--- config.mk ---
export PLATFORM = sky130hd
export DESIGN_NAME = uregs_top
export DESIGN_NICKNAME = d
export VERILOG_FILES = /design/src/shared/uregs_pkg.sv /design/src/logic/uregs_top.sv
export VERILOG_INCLUDE_DIRS = /design/src /design/src/shared
export SDC_FILE = /design/constraint.sdc
export NUM_CORES = 1
export LEC_CHECK = 0
export ABC_AREA = 1
export BUFFER_PORTS_ARGS = -buffer_cell sky130_fd_sc_hd__buf_2
export CAP_MARGIN = 25
export CORE_UTILIZATION = 35
export DETAILED_ROUTE_END_ITERATION = 10
export HOLD_SLACK_MARGIN = 0.06
export PLACE_DENSITY_LB_ADDON = 0.15
export SETUP_SLACK_MARGIN = 0.5
export SYNTH_ARGS = -nofsm -noshare
export SYNTH_HDL_FRONTEND = slang
export SYNTH_SLANG_ARGS = --single-unit
--- constraint.sdc ---
create_clock -name ref_clk -period 9.55 [get_ports ref_clk]
set_input_delay 0.4775 -clock ref_clk [delete_from_list [all_inputs] [get_ports ref_clk]]
set_output_delay 0.4775 -clock ref_clk [all_outputs]
set_load 0.02 [all_outputs]
--- src/shared/uregs_cfg.svh ---
// register map constants of the uart register block
// assumes a parallel bus with three address lines and 8-bit data
`ifndef UREGS_CFG_SVH
`define UREGS_CFG_SVH
`define UREGS_A_DATA      3'h0
`define UREGS_A_MASK      3'h1
`define UREGS_A_SRC       3'h2
`define UREGS_A_LCR       3'h3
`define UREGS_A_MCR       3'h4
`define UREGS_A_LSR       3'h5
`define UREGS_A_MSR       3'h6
`define UREGS_A_SPR       3'h7
`define UREGS_A_RESUME_CHAR_ONE      3'h4
`define UREGS_A_RESUME_CHAR_TWO      3'h5
`define UREGS_A_PAUSE_CHAR_ONE     3'h6
`define UREGS_A_PAUSE_CHAR_TWO     3'h7
`define UREGS_LCR_ENH     8'hBF
`define UREGS_LCR_DIV_BIT 7
`define UREGS_EFR_ENH_BIT 4
`define UREGS_FCR_EN_BIT  0
`define UREGS_SRC_NONE    8'h01
`define UREGS_SRC_LINE    4'h6
`define UREGS_SRC_RXRDY   4'h4
`define UREGS_SRC_TXRDY   4'h2
`define UREGS_SRC_MODEM   4'h0
`define UREGS_RST_ZERO    8'h00
`define UREGS_REV_ID      8'h01
`define UREGS_PART_ID     8'h5A
`endif

--- src/shared/uregs_pkg.sv ---
// types shared by the uart register block
// assumes the constants header is compiled alongside
package uregs_pkg;
	typedef logic [7:0] uregs_byte_t;
	typedef enum logic [1:0] {UREGS_BANK_NORM, UREGS_BANK_DIV, UREGS_BANK_ENH} uregs_bank_t;
endpackage : uregs_pkg

--- src/logic/uregs_top.sv ---
// register set of a fifo-buffered uart with receive trigger interrupt
// assumes rx fifo fill and line events come from receiver logic on ref_clk;
// the parallel bus strobes are pins and are synchronised here
//
// How it works
// - upper mask, upper fcr and mcr bits and fraction register act only when enhanced bit 4 set
// - mask gates rx data, tx empty, line and modem sources; shown in source reg
// - trigger interrupt behaviour needs fifo enable and rx data mask bit both one
// - rx data interrupt asserts at trigger fill, drops below trigger fill
// - source bits 3:0 show code 4 (bit 2) for trigger condition unless line code 6 is pending, and clear with it
// - data ready flag sets on char into fifo, clears only when fifo empty
// - address 000 in the normal bank is read for received data and write for outgoing data
// - source bit 0 is one when nothing pending, zero otherwise
`include "uregs_cfg.svh"
`timescale 1ns/10ps
`default_nettype none
module uregs_top #(
	parameter int FIFO_DEPTH = 32
) (
	input  wire logic              ref_clk,
	input  wire logic              rst,
	input  wire logic [2:0]        bus_addr,
	input  wire logic              bus_rd_n,
	input  wire logic              bus_wr_n,
	input  wire logic [7:0]        bus_wdata,
	output var  logic [7:0]        bus_rdata,
	output var  logic              bus_rdata_oe,
	output var  logic              irq_out,
	input  wire logic [7:0]        rx_char,
	input  wire logic              rx_char_valid,
	output var  logic              rx_char_ready,
	input  wire logic              tx_empty,
	input  wire logic              line_err,
	input  wire logic              modem_chg,
	input  wire logic [5:0]        rx_fill,
	output var  logic [7:0]        tx_char,
	output var  logic              tx_char_valid,
	input  wire logic              tx_char_ready,
	output var  logic              rx_pop,
	output var  uregs_pkg::uregs_byte_t fraction_out
);
	import uregs_pkg::*;

	initial begin
		if (FIFO_DEPTH < 2 || FIFO_DEPTH > 63) $error("FIFO_DEPTH out of range");
	end

	// strobe synchronisers, two flops each before any logic
	logic [1:0] rd_s_reg, wr_s_reg;
	logic       rd_prev_reg, wr_prev_reg;
	logic [2:0] addr_s1_reg, addr_s2_reg;
	logic [7:0] wd_s1_reg, wd_s2_reg;
	always_ff @(posedge ref_clk or posedge rst) begin
		if (rst) begin
			rd_s_reg    <= 2'h0;
			wr_s_reg    <= 2'h0;
			rd_prev_reg <= 1'b0;
			wr_prev_reg <= 1'b0;
			addr_s1_reg <= 3'h0;
			addr_s2_reg <= 3'h0;
			wd_s1_reg   <= 8'h00;
			wd_s2_reg   <= 8'h00;
		end else begin
			rd_s_reg    <= {rd_s_reg[0], ~bus_rd_n};
			wr_s_reg    <= {wr_s_reg[0], ~bus_wr_n};
			rd_prev_reg <= rd_s_reg[1];
			wr_prev_reg <= wr_s_reg[1];
			addr_s1_reg <= bus_addr;
			addr_s2_reg <= addr_s1_reg;
			wd_s1_reg   <= bus_wdata;
			wd_s2_reg   <= wd_s1_reg;
		end
	end
	logic rd_go, wr_go, rd_act;
	assign rd_go  = rd_s_reg[1] & ~rd_prev_reg;
	assign wr_go  = wr_s_reg[1] & ~wr_prev_reg;
	assign rd_act = rd_s_reg[1];

	// registers
	uregs_byte_t lcr_reg, mask_reg, fcr_reg, mcr_reg, spr_reg, dll_reg, dlm_reg;
	uregs_byte_t frac_reg, efr_reg, feature_control_reg, resume_char_one_reg, resume_char_two_reg, pause_char_one_reg, pause_char_two_reg;
	logic        enh_on;
	assign enh_on = efr_reg[`UREGS_EFR_ENH_BIT];

	// bank selection from the line control value
	function automatic uregs_bank_t bank_of(input uregs_byte_t line_control_reg);
		if (line_control_reg == `UREGS_LCR_ENH) bank_of = UREGS_BANK_ENH;
		else if (line_control_reg[`UREGS_LCR_DIV_BIT]) bank_of = UREGS_BANK_DIV;
		else bank_of = UREGS_BANK_NORM;
	endfunction : bank_of
	uregs_bank_t bank;
	assign bank = bank_of(lcr_reg);

	// two-entry transmit buffer between host writes and the transmitter
	logic [7:0] txb_q [2];
	logic [1:0] txb_cnt_reg;
	logic       txb_wr_ptr_reg, txb_rd_ptr_reg;
	logic       tx_push, tx_pull;
	assign tx_push = wr_go && bank == UREGS_BANK_NORM && addr_s2_reg == `UREGS_A_DATA
		&& txb_cnt_reg != 2'h2;
	assign tx_pull = tx_char_valid && tx_char_ready;
	always_ff @(posedge ref_clk or posedge rst) begin
		if (rst) begin
			txb_q[0]       <= 8'h00;
			txb_q[1]       <= 8'h00;
			txb_cnt_reg    <= 2'h0;
			txb_wr_ptr_reg <= 1'b0;
			txb_rd_ptr_reg <= 1'b0;
		end else begin
			if (tx_push) begin
				txb_q[txb_wr_ptr_reg] <= wd_s2_reg;
				txb_wr_ptr_reg        <= ~txb_wr_ptr_reg;
			end
			if (tx_pull) txb_rd_ptr_reg <= ~txb_rd_ptr_reg;
			txb_cnt_reg <= txb_cnt_reg + {1'b0, tx_push} - {1'b0, tx_pull};
		end
	end
	always_ff @(posedge ref_clk or posedge rst) begin
		if (rst) begin
			tx_char       <= 8'h00;
			tx_char_valid <= 1'b0;
		end else begin
			// a byte pushed into an empty slot is forwarded, as its store lands only now
			if (tx_push && txb_wr_ptr_reg == (txb_rd_ptr_reg ^ tx_pull))
				tx_char <= wd_s2_reg;
			else
				tx_char <= txb_q[txb_rd_ptr_reg ^ tx_pull];
			tx_char_valid <= (txb_cnt_reg + {1'b0, tx_push} - {1'b0, tx_pull}) != 2'h0;
		end
	end

	// register writes
	always_ff @(posedge ref_clk or posedge rst) begin
		if (rst) begin
			lcr_reg  <= `UREGS_RST_ZERO; mask_reg <= `UREGS_RST_ZERO;
			fcr_reg  <= `UREGS_RST_ZERO; mcr_reg  <= `UREGS_RST_ZERO;
			spr_reg  <= `UREGS_RST_ZERO; dll_reg  <= `UREGS_RST_ZERO;
			dlm_reg  <= `UREGS_RST_ZERO; frac_reg <= `UREGS_RST_ZERO;
			efr_reg  <= `UREGS_RST_ZERO; feature_control_reg <= `UREGS_RST_ZERO;
			resume_char_one_reg <= `UREGS_RST_ZERO; resume_char_two_reg <= `UREGS_RST_ZERO;
			pause_char_one_reg <= `UREGS_RST_ZERO; pause_char_two_reg <= `UREGS_RST_ZERO;
		end else if (wr_go) begin
			if (addr_s2_reg == `UREGS_A_LCR) lcr_reg <= wd_s2_reg;
			else if (bank == UREGS_BANK_ENH) begin
				if (addr_s2_reg == 3'h1) feature_control_reg <= wd_s2_reg;
				else if (addr_s2_reg == 3'h2) efr_reg <= wd_s2_reg;
				else if (addr_s2_reg == `UREGS_A_RESUME_CHAR_ONE) resume_char_one_reg <= wd_s2_reg;
				else if (addr_s2_reg == `UREGS_A_RESUME_CHAR_TWO) resume_char_two_reg <= wd_s2_reg;
				else if (addr_s2_reg == `UREGS_A_PAUSE_CHAR_ONE) pause_char_one_reg <= wd_s2_reg;
				else if (addr_s2_reg == `UREGS_A_PAUSE_CHAR_TWO) pause_char_two_reg <= wd_s2_reg;
			end else if (bank == UREGS_BANK_DIV && addr_s2_reg == 3'h0) dll_reg <= wd_s2_reg;
			else if (bank == UREGS_BANK_DIV && addr_s2_reg == 3'h1) dlm_reg <= wd_s2_reg;
			else if (bank == UREGS_BANK_DIV && addr_s2_reg == 3'h2) begin
				if (enh_on) frac_reg <= wd_s2_reg;
			end else if (addr_s2_reg == `UREGS_A_MASK) begin
				// upper mask bits only writable in enhanced mode
				mask_reg <= enh_on ? wd_s2_reg : {4'h0, wd_s2_reg[3:0]};
			end else if (addr_s2_reg == `UREGS_A_SRC) begin
				fcr_reg <= enh_on ? wd_s2_reg : {wd_s2_reg[7:6], 3'h0, wd_s2_reg[2:0]};
			end else if (addr_s2_reg == `UREGS_A_MCR) begin
				mcr_reg <= enh_on ? wd_s2_reg : {3'h0, wd_s2_reg[4:0]};
			end else if (addr_s2_reg == `UREGS_A_SPR) spr_reg <= wd_s2_reg;
		end
	end

	// fraction register drives the baud logic only in enhanced mode
	always_ff @(posedge ref_clk or posedge rst) begin
		if (rst) fraction_out <= 8'h00;
		else fraction_out <= enh_on ? frac_reg : 8'h00;
	end

	// two-entry receive buffer before the holding location
	logic [7:0] rxb_q [2];
	logic [1:0] rxb_cnt_reg;
	logic       rxb_wr_ptr_reg, rxb_rd_ptr_reg, rx_in, rx_out;
	assign rx_in  = rx_char_valid && rx_char_ready;
	assign rx_out = rd_go && bank == UREGS_BANK_NORM && addr_s2_reg == `UREGS_A_DATA
		&& rxb_cnt_reg != 2'h0;
	always_ff @(posedge ref_clk or posedge rst) begin
		if (rst) begin
			rxb_q[0]       <= 8'h00;
			rxb_q[1]       <= 8'h00;
			rxb_cnt_reg    <= 2'h0;
			rxb_wr_ptr_reg <= 1'b0;
			rxb_rd_ptr_reg <= 1'b0;
			rx_char_ready  <= 1'b0;
			rx_pop         <= 1'b0;
		end else begin
			if (rx_in) begin
				rxb_q[rxb_wr_ptr_reg] <= rx_char;
				rxb_wr_ptr_reg        <= ~rxb_wr_ptr_reg;
			end
			if (rx_out) rxb_rd_ptr_reg <= ~rxb_rd_ptr_reg;
			rxb_cnt_reg   <= rxb_cnt_reg + {1'b0, rx_in} - {1'b0, rx_out};
			rx_char_ready <= (rxb_cnt_reg + {1'b0, rx_in} - {1'b0, rx_out}) != 2'h2;
			rx_pop        <= rx_out;
		end
	end

	// data ready: set on arrival, cleared only when empty
	logic data_ready;
	assign data_ready = rxb_cnt_reg != 2'h0 || rx_fill != 6'h00;

	// receive trigger level from fifo control bits 7:6
	logic [5:0] trig_lvl;
	always_comb begin
		case (fcr_reg[7:6])
			2'h0: trig_lvl = 6'h01;
			2'h1: trig_lvl = 6'h08;
			2'h2: trig_lvl = 6'h10;
			default: trig_lvl = 6'h1C;
		endcase
	end
	logic fifo_on, rx_trig, rx_int, tx_int, line_int, modem_int;
	assign fifo_on  = fcr_reg[`UREGS_FCR_EN_BIT];
	assign rx_trig  = fifo_on ? (rx_fill + {4'h0, rxb_cnt_reg}) >= trig_lvl : data_ready;
	assign rx_int   = mask_reg[0] && rx_trig;
	assign tx_int   = mask_reg[1] && tx_empty;
	assign line_int = mask_reg[2] && line_err;
	assign modem_int = mask_reg[3] && modem_chg;

	// interrupt source and output, by priority
	uregs_byte_t src_val;
	always_comb begin
		src_val = `UREGS_SRC_NONE;
		if (line_int) src_val = {4'h0, `UREGS_SRC_LINE};
		else if (rx_int) src_val = {4'h0, `UREGS_SRC_RXRDY};
		else if (tx_int) src_val = {4'h0, `UREGS_SRC_TXRDY};
		else if (modem_int) src_val = {4'h0, `UREGS_SRC_MODEM};
		if (fifo_on) src_val[7:6] = 2'h3;
	end
	always_ff @(posedge ref_clk or posedge rst) begin
		if (rst) irq_out <= 1'b0;
		else irq_out <= line_int | rx_int | tx_int | modem_int;
	end

	// read mux
	uregs_byte_t rd_val;
	always_comb begin
		rd_val = 8'h00;
		if (addr_s2_reg == `UREGS_A_LCR) rd_val = lcr_reg;
		else if (bank == UREGS_BANK_ENH) begin
			if (addr_s2_reg == 3'h0) rd_val = rx_fill[5:0] + 8'h00;
			else if (addr_s2_reg == 3'h1) rd_val = feature_control_reg;
			else if (addr_s2_reg == 3'h2) rd_val = efr_reg;
			else if (addr_s2_reg == `UREGS_A_RESUME_CHAR_ONE) rd_val = resume_char_one_reg;
			else if (addr_s2_reg == `UREGS_A_RESUME_CHAR_TWO) rd_val = resume_char_two_reg;
			else if (addr_s2_reg == `UREGS_A_PAUSE_CHAR_ONE) rd_val = pause_char_one_reg;
			else if (addr_s2_reg == `UREGS_A_PAUSE_CHAR_TWO) rd_val = pause_char_two_reg;
		end else if (bank == UREGS_BANK_DIV && addr_s2_reg == 3'h0) begin
			rd_val = (dll_reg == 8'h00 && dlm_reg == 8'h00) ? `UREGS_REV_ID : dll_reg;
		end else if (bank == UREGS_BANK_DIV && addr_s2_reg == 3'h1) begin
			rd_val = (dll_reg == 8'h00 && dlm_reg == 8'h00) ? `UREGS_PART_ID : dlm_reg;
		end else if (bank == UREGS_BANK_DIV && addr_s2_reg == 3'h2) rd_val = frac_reg;
		else if (addr_s2_reg == `UREGS_A_DATA) rd_val = rxb_q[rxb_rd_ptr_reg];
		else if (addr_s2_reg == `UREGS_A_MASK) rd_val = mask_reg;
		else if (addr_s2_reg == `UREGS_A_SRC) rd_val = src_val;
		else if (addr_s2_reg == `UREGS_A_MCR) rd_val = mcr_reg;
		else if (addr_s2_reg == `UREGS_A_LSR) rd_val = {1'b0, tx_empty, tx_empty, 4'h0, data_ready};
		else if (addr_s2_reg == `UREGS_A_SPR) rd_val = spr_reg;
	end
	always_ff @(posedge ref_clk or posedge rst) begin
		if (rst) begin
			bus_rdata    <= 8'h00;
			bus_rdata_oe <= 1'b0;
		end else begin
			if (rd_go) bus_rdata <= rd_val;
			bus_rdata_oe <= rd_act;
		end
	end

	// source bit 0 low exactly when the output is asserted on the next cycle
	a_src_idle_bit: assert property (@(posedge ref_clk) disable iff (rst)
		src_val[0] == !(line_int | rx_int | tx_int | modem_int) |=> irq_out == !$past(src_val[0]))
		else $error("source idle bit disagrees with interrupt");
	a_pop_on_read: assert property (@(posedge ref_clk) disable iff (rst)
		rx_out |=> rx_pop)
		else $error("holding read without pop pulse");
	a_oe_follows_rd: assert property (@(posedge ref_clk) disable iff (rst)
		rd_act |=> bus_rdata_oe)
		else $error("read data not enabled during read");
	a_mask_gates_rx: assert property (@(posedge ref_clk) disable iff (rst)
		!mask_reg[0] |-> !rx_int)
		else $error("rx interrupt while masked");
	a_trig_level: assert property (@(posedge ref_clk) disable iff (rst)
		(fifo_on && mask_reg[0] && rx_fill + {4'h0, rxb_cnt_reg} < trig_lvl) |-> !rx_int)
		else $error("rx interrupt below trigger level");
	a_src_rx_code: assert property (@(posedge ref_clk) disable iff (rst)
		(rx_int && !line_int) |-> src_val[3:0] == 4'h4)
		else $error("trigger code not in source bits");
	a_ready_flag: assert property (@(posedge ref_clk) disable iff (rst)
		rx_in |=> data_ready)
		else $error("data ready not set after arrival");
	a_enh_frac: assert property (@(posedge ref_clk) disable iff (rst)
		!enh_on |=> fraction_out == 8'h00)
		else $error("fraction active without enhanced mode");
	a_mask_upper: assert property (@(posedge ref_clk) disable iff (rst)
		(wr_go && !enh_on && bank == UREGS_BANK_NORM && addr_s2_reg == `UREGS_A_MASK)
		|=> mask_reg[7:4] == 4'h0)
		else $error("upper mask bits written without enhanced mode");
	a_tx_only_write: assert property (@(posedge ref_clk) disable iff (rst)
		tx_push |-> wr_go && addr_s2_reg == 3'h0)
		else $error("transmit push without data write");
	a_bank_enh: assert property (@(posedge ref_clk) disable iff (rst)
		lcr_reg == 8'hBF |-> bank == UREGS_BANK_ENH)
		else $error("enhanced bank not selected");
	a_line_gate: assert property (@(posedge ref_clk) disable iff (rst)
		(line_err && mask_reg[2]) |=> irq_out)
		else $error("line interrupt not raised");
endmodule : uregs_top
`default_nettype wire

* Word-level counts from Yosys, hierarchy flattened
Index checks and enable logic that the tools add are counted.
Storage, ports and cells: word-level logic and storage cells 182, register bits 208, bits of input ports 34, output and inout bits 29
Operators by class: bitwise operators 28, $add $sub $neg 5, $lt $le $gt $ge 7, eq/ne operators 15, mux-type cells 46, reduce and logical (&&, ||, !) cells 42
Operator list (count):
- 2-to-1 mux 8 bit | 32
- bitwise mux 16 bit | 2
- AND reduction 7 bit | 3
- logical AND 1 bit | 19
- NOT 1 bit | 18
- AND reduction 9 bit | 2
- demux 8 bit (select 1 bit) | 2
- logical NOT 8 bit | 2
- AND reduction 8 bit | 2
- one-hot mux 5 bit (3 select lines) | 1
- equality test 3 bit, second input constant | 4
- AND reduction 10 bit | 1
- AND reduction 5 bit | 2
- equality test 8 bit, second input constant | 1
- greater-or-equal comparator 2 bit, second input constant | 4
- NOT 1 -> 2 bit | 4
- AND reduction 4 bit | 2
- adder 6 x 2 -> 6 bit | 1
- equality test 3 x 2 -> 1 bit, second input constant | 2
- greater-or-equal comparator 6 bit | 1
- 2-to-1 mux 2 bit | 3
- 2-to-1 mux 3 bit | 2
- 2-to-1 mux 6 bit | 1
- AND reduction 6 bit | 1
- other kinds (18) | 31

* Logic depth before layout (Yosys ltp)
Gate-level depths: netlist (run 1).
word-level depth 15, gate-level depth with buffers 25, gate-level depth less buffers 25

* Worst setup path after synthesis (run 1)
No wires, ideal clock.
path type input-to-reg, from in rx_fill[0], to reg bus_rdata[2], cell stages on the path 25, required time 9.433 ns, arrival time 2.395 ns, setup time 0.117 ns, path buffers 0, setup slack 7.038 ns, cells stage by stage ha_1 inv_1 fa_1 xnor2_1 ha_1 nand2_1 inv_1 nand2_1 nand2_1 nand2_1 nand3_1 nand2_1 nand2_1 nand2_1 nand2_1 nand2_1 nand2_1 nand2_1 nand2_1 nand2_1 nand2_1 nand2_1 nand2_1 nand2_1 nand2_1
Between the ends: longest elaborated chain between the ends 14, elaborated cells between the ends (all ways) 16, classes of those cells add/sub (1); order compare (1); mux (11); reduce/logical (3)
Ends and longest elaborated chain:
- from (decl) | line uregs_top.sv:35 | input wire logic [5:0] rx_fill,
- adder 6 x 2 -> 6 bit / nonzero test 6 bit (equally long branches) | line uregs_top.sv:216, uregs_top.sv:202
- greater-or-equal comparator 6 bit / logical OR 1 bit (equally long branches) | line uregs_top.sv:216, uregs_top.sv:202
- 2-to-1 mux 1 bit (*) | line uregs_top.sv:216 | assign rx_trig = fifo_on ? (rx_fill + {4'h0, rxb_cnt_reg}) >= trig_lvl : data_ready;
- logical AND 1 bit (*) | line uregs_top.sv:217 | assign rx_int = mask_reg[0] && rx_trig;
- 2-to-1 mux 3 bit (*) | line uregs_top.sv:227 | else if (rx_int) src_val = {4'h0, `UREGS_SRC_RXRDY};
- 2-to-1 mux 3 bit (*) | line uregs_top.sv:226 | if (line_int) src_val = {4'h0, `UREGS_SRC_LINE};
- 2-to-1 mux 8 bit (*) | line uregs_top.sv:257 | else if (addr_s2_reg == `UREGS_A_SRC) rd_val = src_val;
- 2-to-1 mux 8 bit (*) | line uregs_top.sv:256 | else if (addr_s2_reg == `UREGS_A_MASK) rd_val = mask_reg;
- 2-to-1 mux 8 bit (*) | line uregs_top.sv:255 | else if (addr_s2_reg == `UREGS_A_DATA) rd_val = rxb_q[rxb_rd_ptr_reg];
- 2-to-1 mux 8 bit (*) | line uregs_top.sv:254 | end else if (bank == UREGS_BANK_DIV && addr_s2_reg == 3'h2) rd_val = frac_reg;
- 2-to-1 mux 8 bit (*) | line uregs_top.sv:252 | end else if (bank == UREGS_BANK_DIV && addr_s2_reg == 3'h1) begin
- 2-to-1 mux 8 bit (*) | line uregs_top.sv:250 | end else if (bank == UREGS_BANK_DIV && addr_s2_reg == 3'h0) begin
- 2-to-1 mux 8 bit (*) | line uregs_top.sv:242 | else if (bank == UREGS_BANK_ENH) begin
- 2-to-1 mux 8 bit (*) | line uregs_top.sv:241 | if (addr_s2_reg == `UREGS_A_LCR) rd_val = lcr_reg;
- to (signal assigned) | line uregs_top.sv:267 | if (rd_go) bus_rdata <= rd_val;
- to (decl) | line uregs_top.sv:26 | output var logic [7:0] bus_rdata,
Mark *: on every way between the ends. The rest lies on a longest branch, timed or not. A chain may end at the register's enable or synchronous reset.

* Final worst setup path (run 1)
from reg addr_s2_reg[1], to reg tx_char_valid
Between the ends: longest elaborated chain between the ends 6
Ends and longest elaborated chain:
- from (decl) | line uregs_top.sv:51 | logic [2:0] addr_s1_reg, addr_s2_reg;
- from (signal assigned) | line uregs_top.sv:69 | addr_s2_reg <= addr_s1_reg;
- logical NOT 3 bit (no line)
- logical AND 1 bit (no line)
- logical AND 1 bit | line uregs_top.sv:99 | assign tx_push = wr_go && bank == UREGS_BANK_NORM && addr_s2_reg == `UREGS_A_DATA
- adder 2 x 1 -> 2 bit | line uregs_top.sv:128 | tx_char_valid <= (txb_cnt_reg + {1'b0, tx_push} - {1'b0, tx_pull}) != 2'h0;
- subtractor 2 x 1 -> 2 bit | line uregs_top.sv:128
- nonzero test 2 bit | line uregs_top.sv:128
- to (signal assigned) | line uregs_top.sv:121 | tx_char_valid <= 1'b0;
- to (signal assigned) | line uregs_top.sv:128
- to (decl) | line uregs_top.sv:37 | output var logic tx_char_valid,
No other way between the ends.

==> results of run 1 <==
how the worst min path moves through the flow:
stage	startpoint	slack, ns	end	cells after the start
finish	rst	0.07	fraction_out[4]	2
global route	bus_wr_n	0.07	wr_s_reg[0]	2
CTS	bus_rd_n	0.06	rd_s_reg[0]	2
detailed placement	addr_s1_reg[0]	0.33	addr_s2_reg[0]	0
global placement	wd_s1_reg[1]	0.33	wd_s2_reg[1]	0
floorplan	addr_s1_reg[0]	0.33	addr_s2_reg[0]	0
worst max-delay path, cell delays in order (launching register included):
cell	delay, ns
dfrtp_1	0.42
nor2_1	0.15
nand2_1	0.44
nor4_2	0.67
inv_1	0.18
ha_1	0.32
inv_1	0.04
ha_1	0.18
xnor2_1	0.13
xor2_1	0.15
or2_2	0.28
routing by layer:
metal | routed length (um) | vias to the layer above
li1 | - | 3349
met1 | 11200 | 3234
met2 | 10500 | 154
met3 | 987 | 48
met4 | 768 | 0
met5 | 0 | -
cell usage in the layout, fill, tap and decap left out, types with 3 or more instances in the layout:
cell type | synthesis | layout
bufinv_16 | 0 | 5
nor2_2 | 3 | 3
clkbuf_8 | 0 | 4
nand3_1 | 23 | 23
clkbuf_1 | 31 | 4
buf_4 | 2 | 3
inv_2 | 4 | 4
o21ai_2 | 9 | 9
dfrtp_1 | 203 | 203
a31oi_1 | 3 | 3
clkbuf_16 | 0 | 24
xor2_1 | 5 | 5
o21ai_0 | 156 | 156
dlygate4sd3_1 | 0 | 11
a211oi_1 | 3 | 3
inv_1 | 86 | 85
buf_2 | 7 | 62
a21oi_1 | 34 | 34
ha_1 | 10 | 10
a22oi_1 | 8 | 8
clkinv_2 | 1 | 6
o21ai_1 | 5 | 5
nor4_1 | 6 | 6
or2_2 | 7 | 7
a221oi_1 | 3 | 3
nand2_1 | 311 | 311
nor2_1 | 36 | 36
o211ai_1 | 10 | 10
xnor2_1 | 4 | 4
layout make-up:
class / count / area (um2) / share of cell area, %
Multi-Input combinational cell: 657 / 3170 / 30.6
Sequential cell: 203 / 5080 / 49.1
Clock inverter: 12 / 199 / 1.92
Clock buffer: 32 / 671 / 6.48
Tap cell: 324 / 405 / 3.92
Inverter: 93 / 358 / 3.46
Timing Repair Buffer: 77 / 470 / 4.54
where the power goes:
| group | switching, mW | total, mW | internal, mW |
|---|---|---|---|
| combinational | 0.291 | 0.464 | 0.173 |
| sequential | 0.0888 | 1.09 | 1.01 |
| clock | 0.363 | 0.992 | 0.629 |
stage by stage:
step / util [%] / setup slack, ns / std cells / total power [mW]
final: 42.3 / 6.47 / 1398 / 2.55
after CTS: 42.2 / 6.43 / 1397 / 2.58
after global routing: 42.3 / 6.22 / 1398 / 2.70
after global placement: 38.2 / 6.43 / 1342 / 1.57
after floorplan: - / 3.53 / 993 / 1.43
after detailed placement: 38.2 / 6.45 / 1342 / 1.57
repair_timing:
item | in CTS | in global routing
gates resized for setup | 0 | 0
hold buffers | 11 | 0
endpoints found under the hold margin | 11 | 0
logic make-up after synthesis:
family,share of synthesized area [%]
xor gates and xnor gates,0.899
DFF,58.0
buffers and inverters,5.90
adders and majority gates,1.66
AOI/OAI and AO/OA,15.0
and+or+nand+nor,18.6
==> metrics.cfg, run 1 <==
[setup_path]
worstSetupPathType = register to register
cp-start-kind = register
crit_path_end_kind = register
r2r_slack_ns = 6.47
worst-path-max-fanout = 14
crit_start = addr_s2_reg[1]
r2r_cells = 10
critPathArrivalTime_ns = 3.49
crit_end = tx_char_valid
worstReg2RegEnd = tx_char_valid
required_ns = 9.96
worstReg2RegStart = addr_s2_reg[1]

[grt]
first_global_vias = 6692
grt_util_met3_pct = 2.86
grt_start_max_net_pins = 128
grt_first_pass_wirelength_um = 37800
grt_overflow_total = 0
antenna_found_initial = 0
use_met1_pct = 26.6
grt.total_usage_pct = 18.9
busiest_layer = met2
globalRouteMet2Util_pct = 29.8

[yosys]
ys_warn_count = 0
synth.cell_area_mm2 = 0.00876
synth_edf_count = 0
synth_common_cells = 311 x nand2_1, 203 x dfrtp_1, 156 x o21ai_0
netlist.area_leader.share_pct = 58.0
synthFlopType = dfrtp_1
ys_seq_area_share_pct = 58.0
async_flop_share_pct = 100
yosysMostFrequentCell = nand2_1
synth-seq-cells = 203
synth_nets = 1038
yosys-top-cells-area = dfrtp_1 58%, nand2_1 13%, o21ai_0 8.9%
ys_types = 41
avgSynthCellArea_um2 = 8.83
yosysTopAreaCell = dfrtp_1
synthCells = 993

[detailed_routing]
drt_iter0_drc = 532
wl_um = 23400
drt-wirelength-per-cell_um = 16.8
dr.pass1.iters = 5
vias_per_cell = 4.85
ant_nets = 0
num_vias = 6785
drc = 0

[clocking]
root_buffer = clkbuf_16
h-tree-depth = 1
tritoncts = built
cts_setup_buffers = 0
insertion_delay_ns = 0.53
clk_pin_slew_ns = 0.06
clock-sinks = 203
cts_buffers = 24
ctsLongestPathBuffers = 3

[cells_and_area]
diodes = 0
n_fill_cell = 2457
area_growth_syn_to_layout_pct = 18.1
top_regs = rxb_q: 16 flops, txb_q: 16 flops
fin_area_mm2 = 0.0104
drive_gt1_share_pct = 12.9
final_nets = 1101

[timing]
whs_ns = 0.0735
finalSetupViolCount = 0
fin_crit_sh_pct = 32.3
relSlewSlack_pct = 33.0
period_needed_ns = 3.08
hold_viol = 0
skew_ns = 0.0192
slew_violations = 0
fmax_ghz = 0.325
rsz0062_at_grt = no
setup_tns_ns = 0
worst_slew_pin_slew_ns = 1.00

[floorplan]
core_area_mm2 = 0.0245
start_util_pct = 35.8
core.rowCount = 57
die_w_um = 160
dieArea_mm2 = 0.0257
ioPinCount = 63
fp.dieH_um = 160

[power_and_ir_drop]
powerDensity_mw_per_mm2 = 246
vdd_ir_drop_max_v = 0.000156
p_leak_nw = 5.07

[status]
status = completed

[placed_design]
gp_congestion = 0.930
numPortBuffers = 62
hpwl_um = 15500
placed_area_mm2 = 0.00934

[run]
drv_cap = 0

[min_path]
hp-class = primary input to asynchronous set/reset pin

No activity file was read; power rests on OpenSTA's default activity.
==> run 2: changes to the inputs <==
ABC_AREA = 0   (was 1)
clock period = 3.09 ns   (was 9.55 ns; I/O delays follow)
==> run 2 against run 1 <==
Sequential power rose to 3.2 times the previous value. Count of clock-buffer cells in the layout is 2 higher. Non-clock buffer count is 38 higher. Synthesized area increased by 4.5%. Global-route usage rose by 0.63 points. Fmax is 24% higher. Sequential cell count stayed put. Critical path type unchanged. Clock skew down 0.0073 ns. Critical path depth is 2 higher. First-iteration DRC count decreased by 5.5%. Die area rose by 4.5%.
==> metrics.cfg, run 2 <==
[clocking]
clock-sinks = 203
ctsLongestPathBuffers = 3
clk_pin_slew_ns = 0.06
root_buffer = clkbuf_16
insertion_delay_ns = 0.52
h-tree-depth = 1
cts_buffers = 24
tritoncts = built

[yosys]
synth_edf_count = 0
synthCells = 719
synth_compound_area_share_pct = 7.80
yosysTopAreaCell = dfrtp_1
ys_seq_area_share_pct = 55.5
synthFlopType = dfrtp_1
avgSynthCellArea_um2 = 12.7
synth_xor_area_share_pct = 1.23
async_flop_share_pct = 100
synth_common_cells = 203 x dfrtp_1, 150 x mux2_2, 50 x nand2_1
yosysMostFrequentCell = dfrtp_1
ys_types = 69
synthAdderAreaFrac_pct = 1.58
synth_top_family_by_area = multiplexers
synth.area.mux_share_pct = 21.4
netlist.area_leader.share_pct = 55.5
synth.cell_area_mm2 = 0.00916
ys_warn_count = 0
synth_nets = 764
synth-seq-cells = 203
yosys-top-cells-area = dfrtp_1 55%, mux2_2 18%, nand2_1 2.0%
synth_simple_gate_area_share_pct = 10.0

[setup_path]
crit_path_end_kind = register
r2r_cells = 12
required_ns = 3.55
path_common_cell = nand3_1
crit_path_top_delay_cell = a2111o_1
cp-start-kind = register
worstReg2RegEnd = bus_rdata[2]
worstReg2RegStart = rxb_cnt_reg[0]
worst-path-max-fanout = 3
path_cells = ha_2 > inv_2 > fa_2 > nor2_2 > xor2_1 > ha_1 > nand3_1 > nand4b_1 > a41oi_2 > a21o_1 > a2111o_1 > nand3_1
worstSetupPathType = register to register
critPathArrivalTime_ns = 2.95
cp_top_family = adder cells
cp_num_buf_inv = 1
crit_path_max_incr_delay_ns = 0.40
r2r_slack_ns = 0.60

[floorplan]
die_w_um = 164
start_util_pct = 36.1
fp.dieH_um = 164
dieArea_mm2 = 0.0268
ioPinCount = 63
core.rowCount = 58
core_area_mm2 = 0.0254

[timing]
slew_violations = 0
hold_viol = 0
relSlewSlack_pct = 42.5
layout_setup_ws_ns = 0.598
fmax_ghz = 0.401
worst_slew_pin_slew_ns = 0.863
fin_crit_sh_pct = 80.7
finalSetupViolCount = 0
period_needed_ns = 2.49
rsz0062_at_grt = yes
setup_tns_ns = 0
skew_ns = 0.0120

[power_and_ir_drop]
swShare_pct = 28.7
clkPwrFrac_pct = 35.7
powerDensity_mw_per_mm2 = 714
seqPwrFrac_pct = 44.3
p_leak_nw = 5.11
fin_total_pwr_mw = 7.88
power_switching_mw = 2.26
p_comb_share_pct = 19.9
p_int_mw = 5.62
vdd_ir_drop_max_v = 0.000321

[placed_design]
numPortBuffers = 62
dp_slack_ns = 0.463
gp_congestion = 0.894
hpwl_um = 17400

[detailed_routing]
drt-wirelength-per-cell_um = 21.5
num_vias = 6276
ant_nets = 0
dr.pass1.iters = 5
drt_iter0_drc = 503
vias_per_cell = 5.35
wl_um = 25200
drc = 0

[min_path]
hp-start = line_err
holdPathStages = 4
hp-class = primary input to register
hold_end = bus_rdata[2]

[run]
drv_cap = 0

[cells_and_area]
diodes = 0
final_common_cell = dfrtp_1
area_growth_syn_to_layout_pct = 20.6
top_regs = rxb_q: 16 flops, txb_q: 16 flops
drive_gt1_share_pct = 37.4
utilization_pct = 43.5
layout_common_cells = 203 x dfrtp_1, 150 x mux2_2, 62 x buf_2
final_nets = 871

[grt]
grt_start_max_net_pins = 86
antenna_found_initial = 0
grt_first_pass_wirelength_um = 39500
grt.total_usage_pct = 19.5
grt_overflow_total = 0
first_global_vias = 6684

[status]
status = completed

run 2: what timing repair did:
item                       CTS  global route
hold endpoints to repair    54             0
gates resized for setup      2             5
hold buffers                25             0
setup endpoints to repair    4             4
pin swaps                    0            11
setup buffers                0             1
gates cloned                 0             0
run 2: routing by layer:
layer / global-route usage, % / share of wire (%) / up-vias
li1: - / - / 2842
met2: 33.1 / 49 / 169
met1: 25.8 / 44 / 3219
met4: 5.43 / 2.3 / 0
met5: 0 / 0 / -
met3: 3.06 / 4.8 / 46
run 2: power groups by stage:
stage               combinational (mW)  sequential, mW  clock, mW
floorplan                         1.08            3.45          0
global placement                  1.48            3.50          0
detailed placement                1.53            3.54          0
CTS                               1.57            3.49       2.89
global route                      1.72            3.55       3.00
finish                            1.57            3.49       2.82
run 2: worst max path at each step:
stage / slack [ns] / to / startpoint / cells past startpoint
2_1_floorplan: 0.31 / addr_s1_reg[0] / rst / 1
3_3_place_gp: 0.61 / rx_char_ready / addr_s2_reg[2] / 8
3_5_place_dp: 0.46 / rx_char_ready / addr_s2_reg[2] / 8
4_1_cts: 0.50 / bus_rdata[0] / rxb_cnt_reg[0] / 12
5_1_grt: 0.44 / bus_rdata[0] / rxb_cnt_reg[0] / 12
6_report: 0.60 / bus_rdata[2] / rxb_cnt_reg[0] / 12
run 2: logic make-up (layout without fill, tap and decap cells):
family / count (synthesis) / in the layout
xor gates and xnor gates: 12 / 12
buffers and inverters: 55 / 179
AOI/OAI and AO/OA: 104 / 104
muxes: 172 / 172
adders and majority gates: 11 / 11
DFF: 203 / 203
and+or+nand+nor: 162 / 162
run 2: per-stage QoR:
stage                     hold WS, ns  instances  cell area [um2]
after floorplan                 0.186        719             9160
after global placement          0.262       1104             9960
after detailed placement        0.264       1104             9960
after CTS                       0.106       1172            11000
after global routing            0.140       1173            11000
final                           0.133       1173            11000
run 2: layout make-up:
cell class	count	area, um2
fillers	2393	14400
flip-flops and latches	203	5080
multi-input cells	461	3880
repair buffers	115	796
clock buffers	34	719
well taps	330	413
inverters	21	82.6
clock inverters	9	76.3
run 2: worst reg2reg max path: stages, from the launching register on:
cell,delay [ns]
dfrtp_1,0.38
ha_2,0.20
inv_2,0.04
fa_2,0.36
nor2_2,0.10
xor2_1,0.08
ha_1,0.33
nand3_1,0.08
nand4b_1,0.11
a41oi_2,0.06
a21o_1,0.21
a2111o_1,0.40
nand3_1,0.08
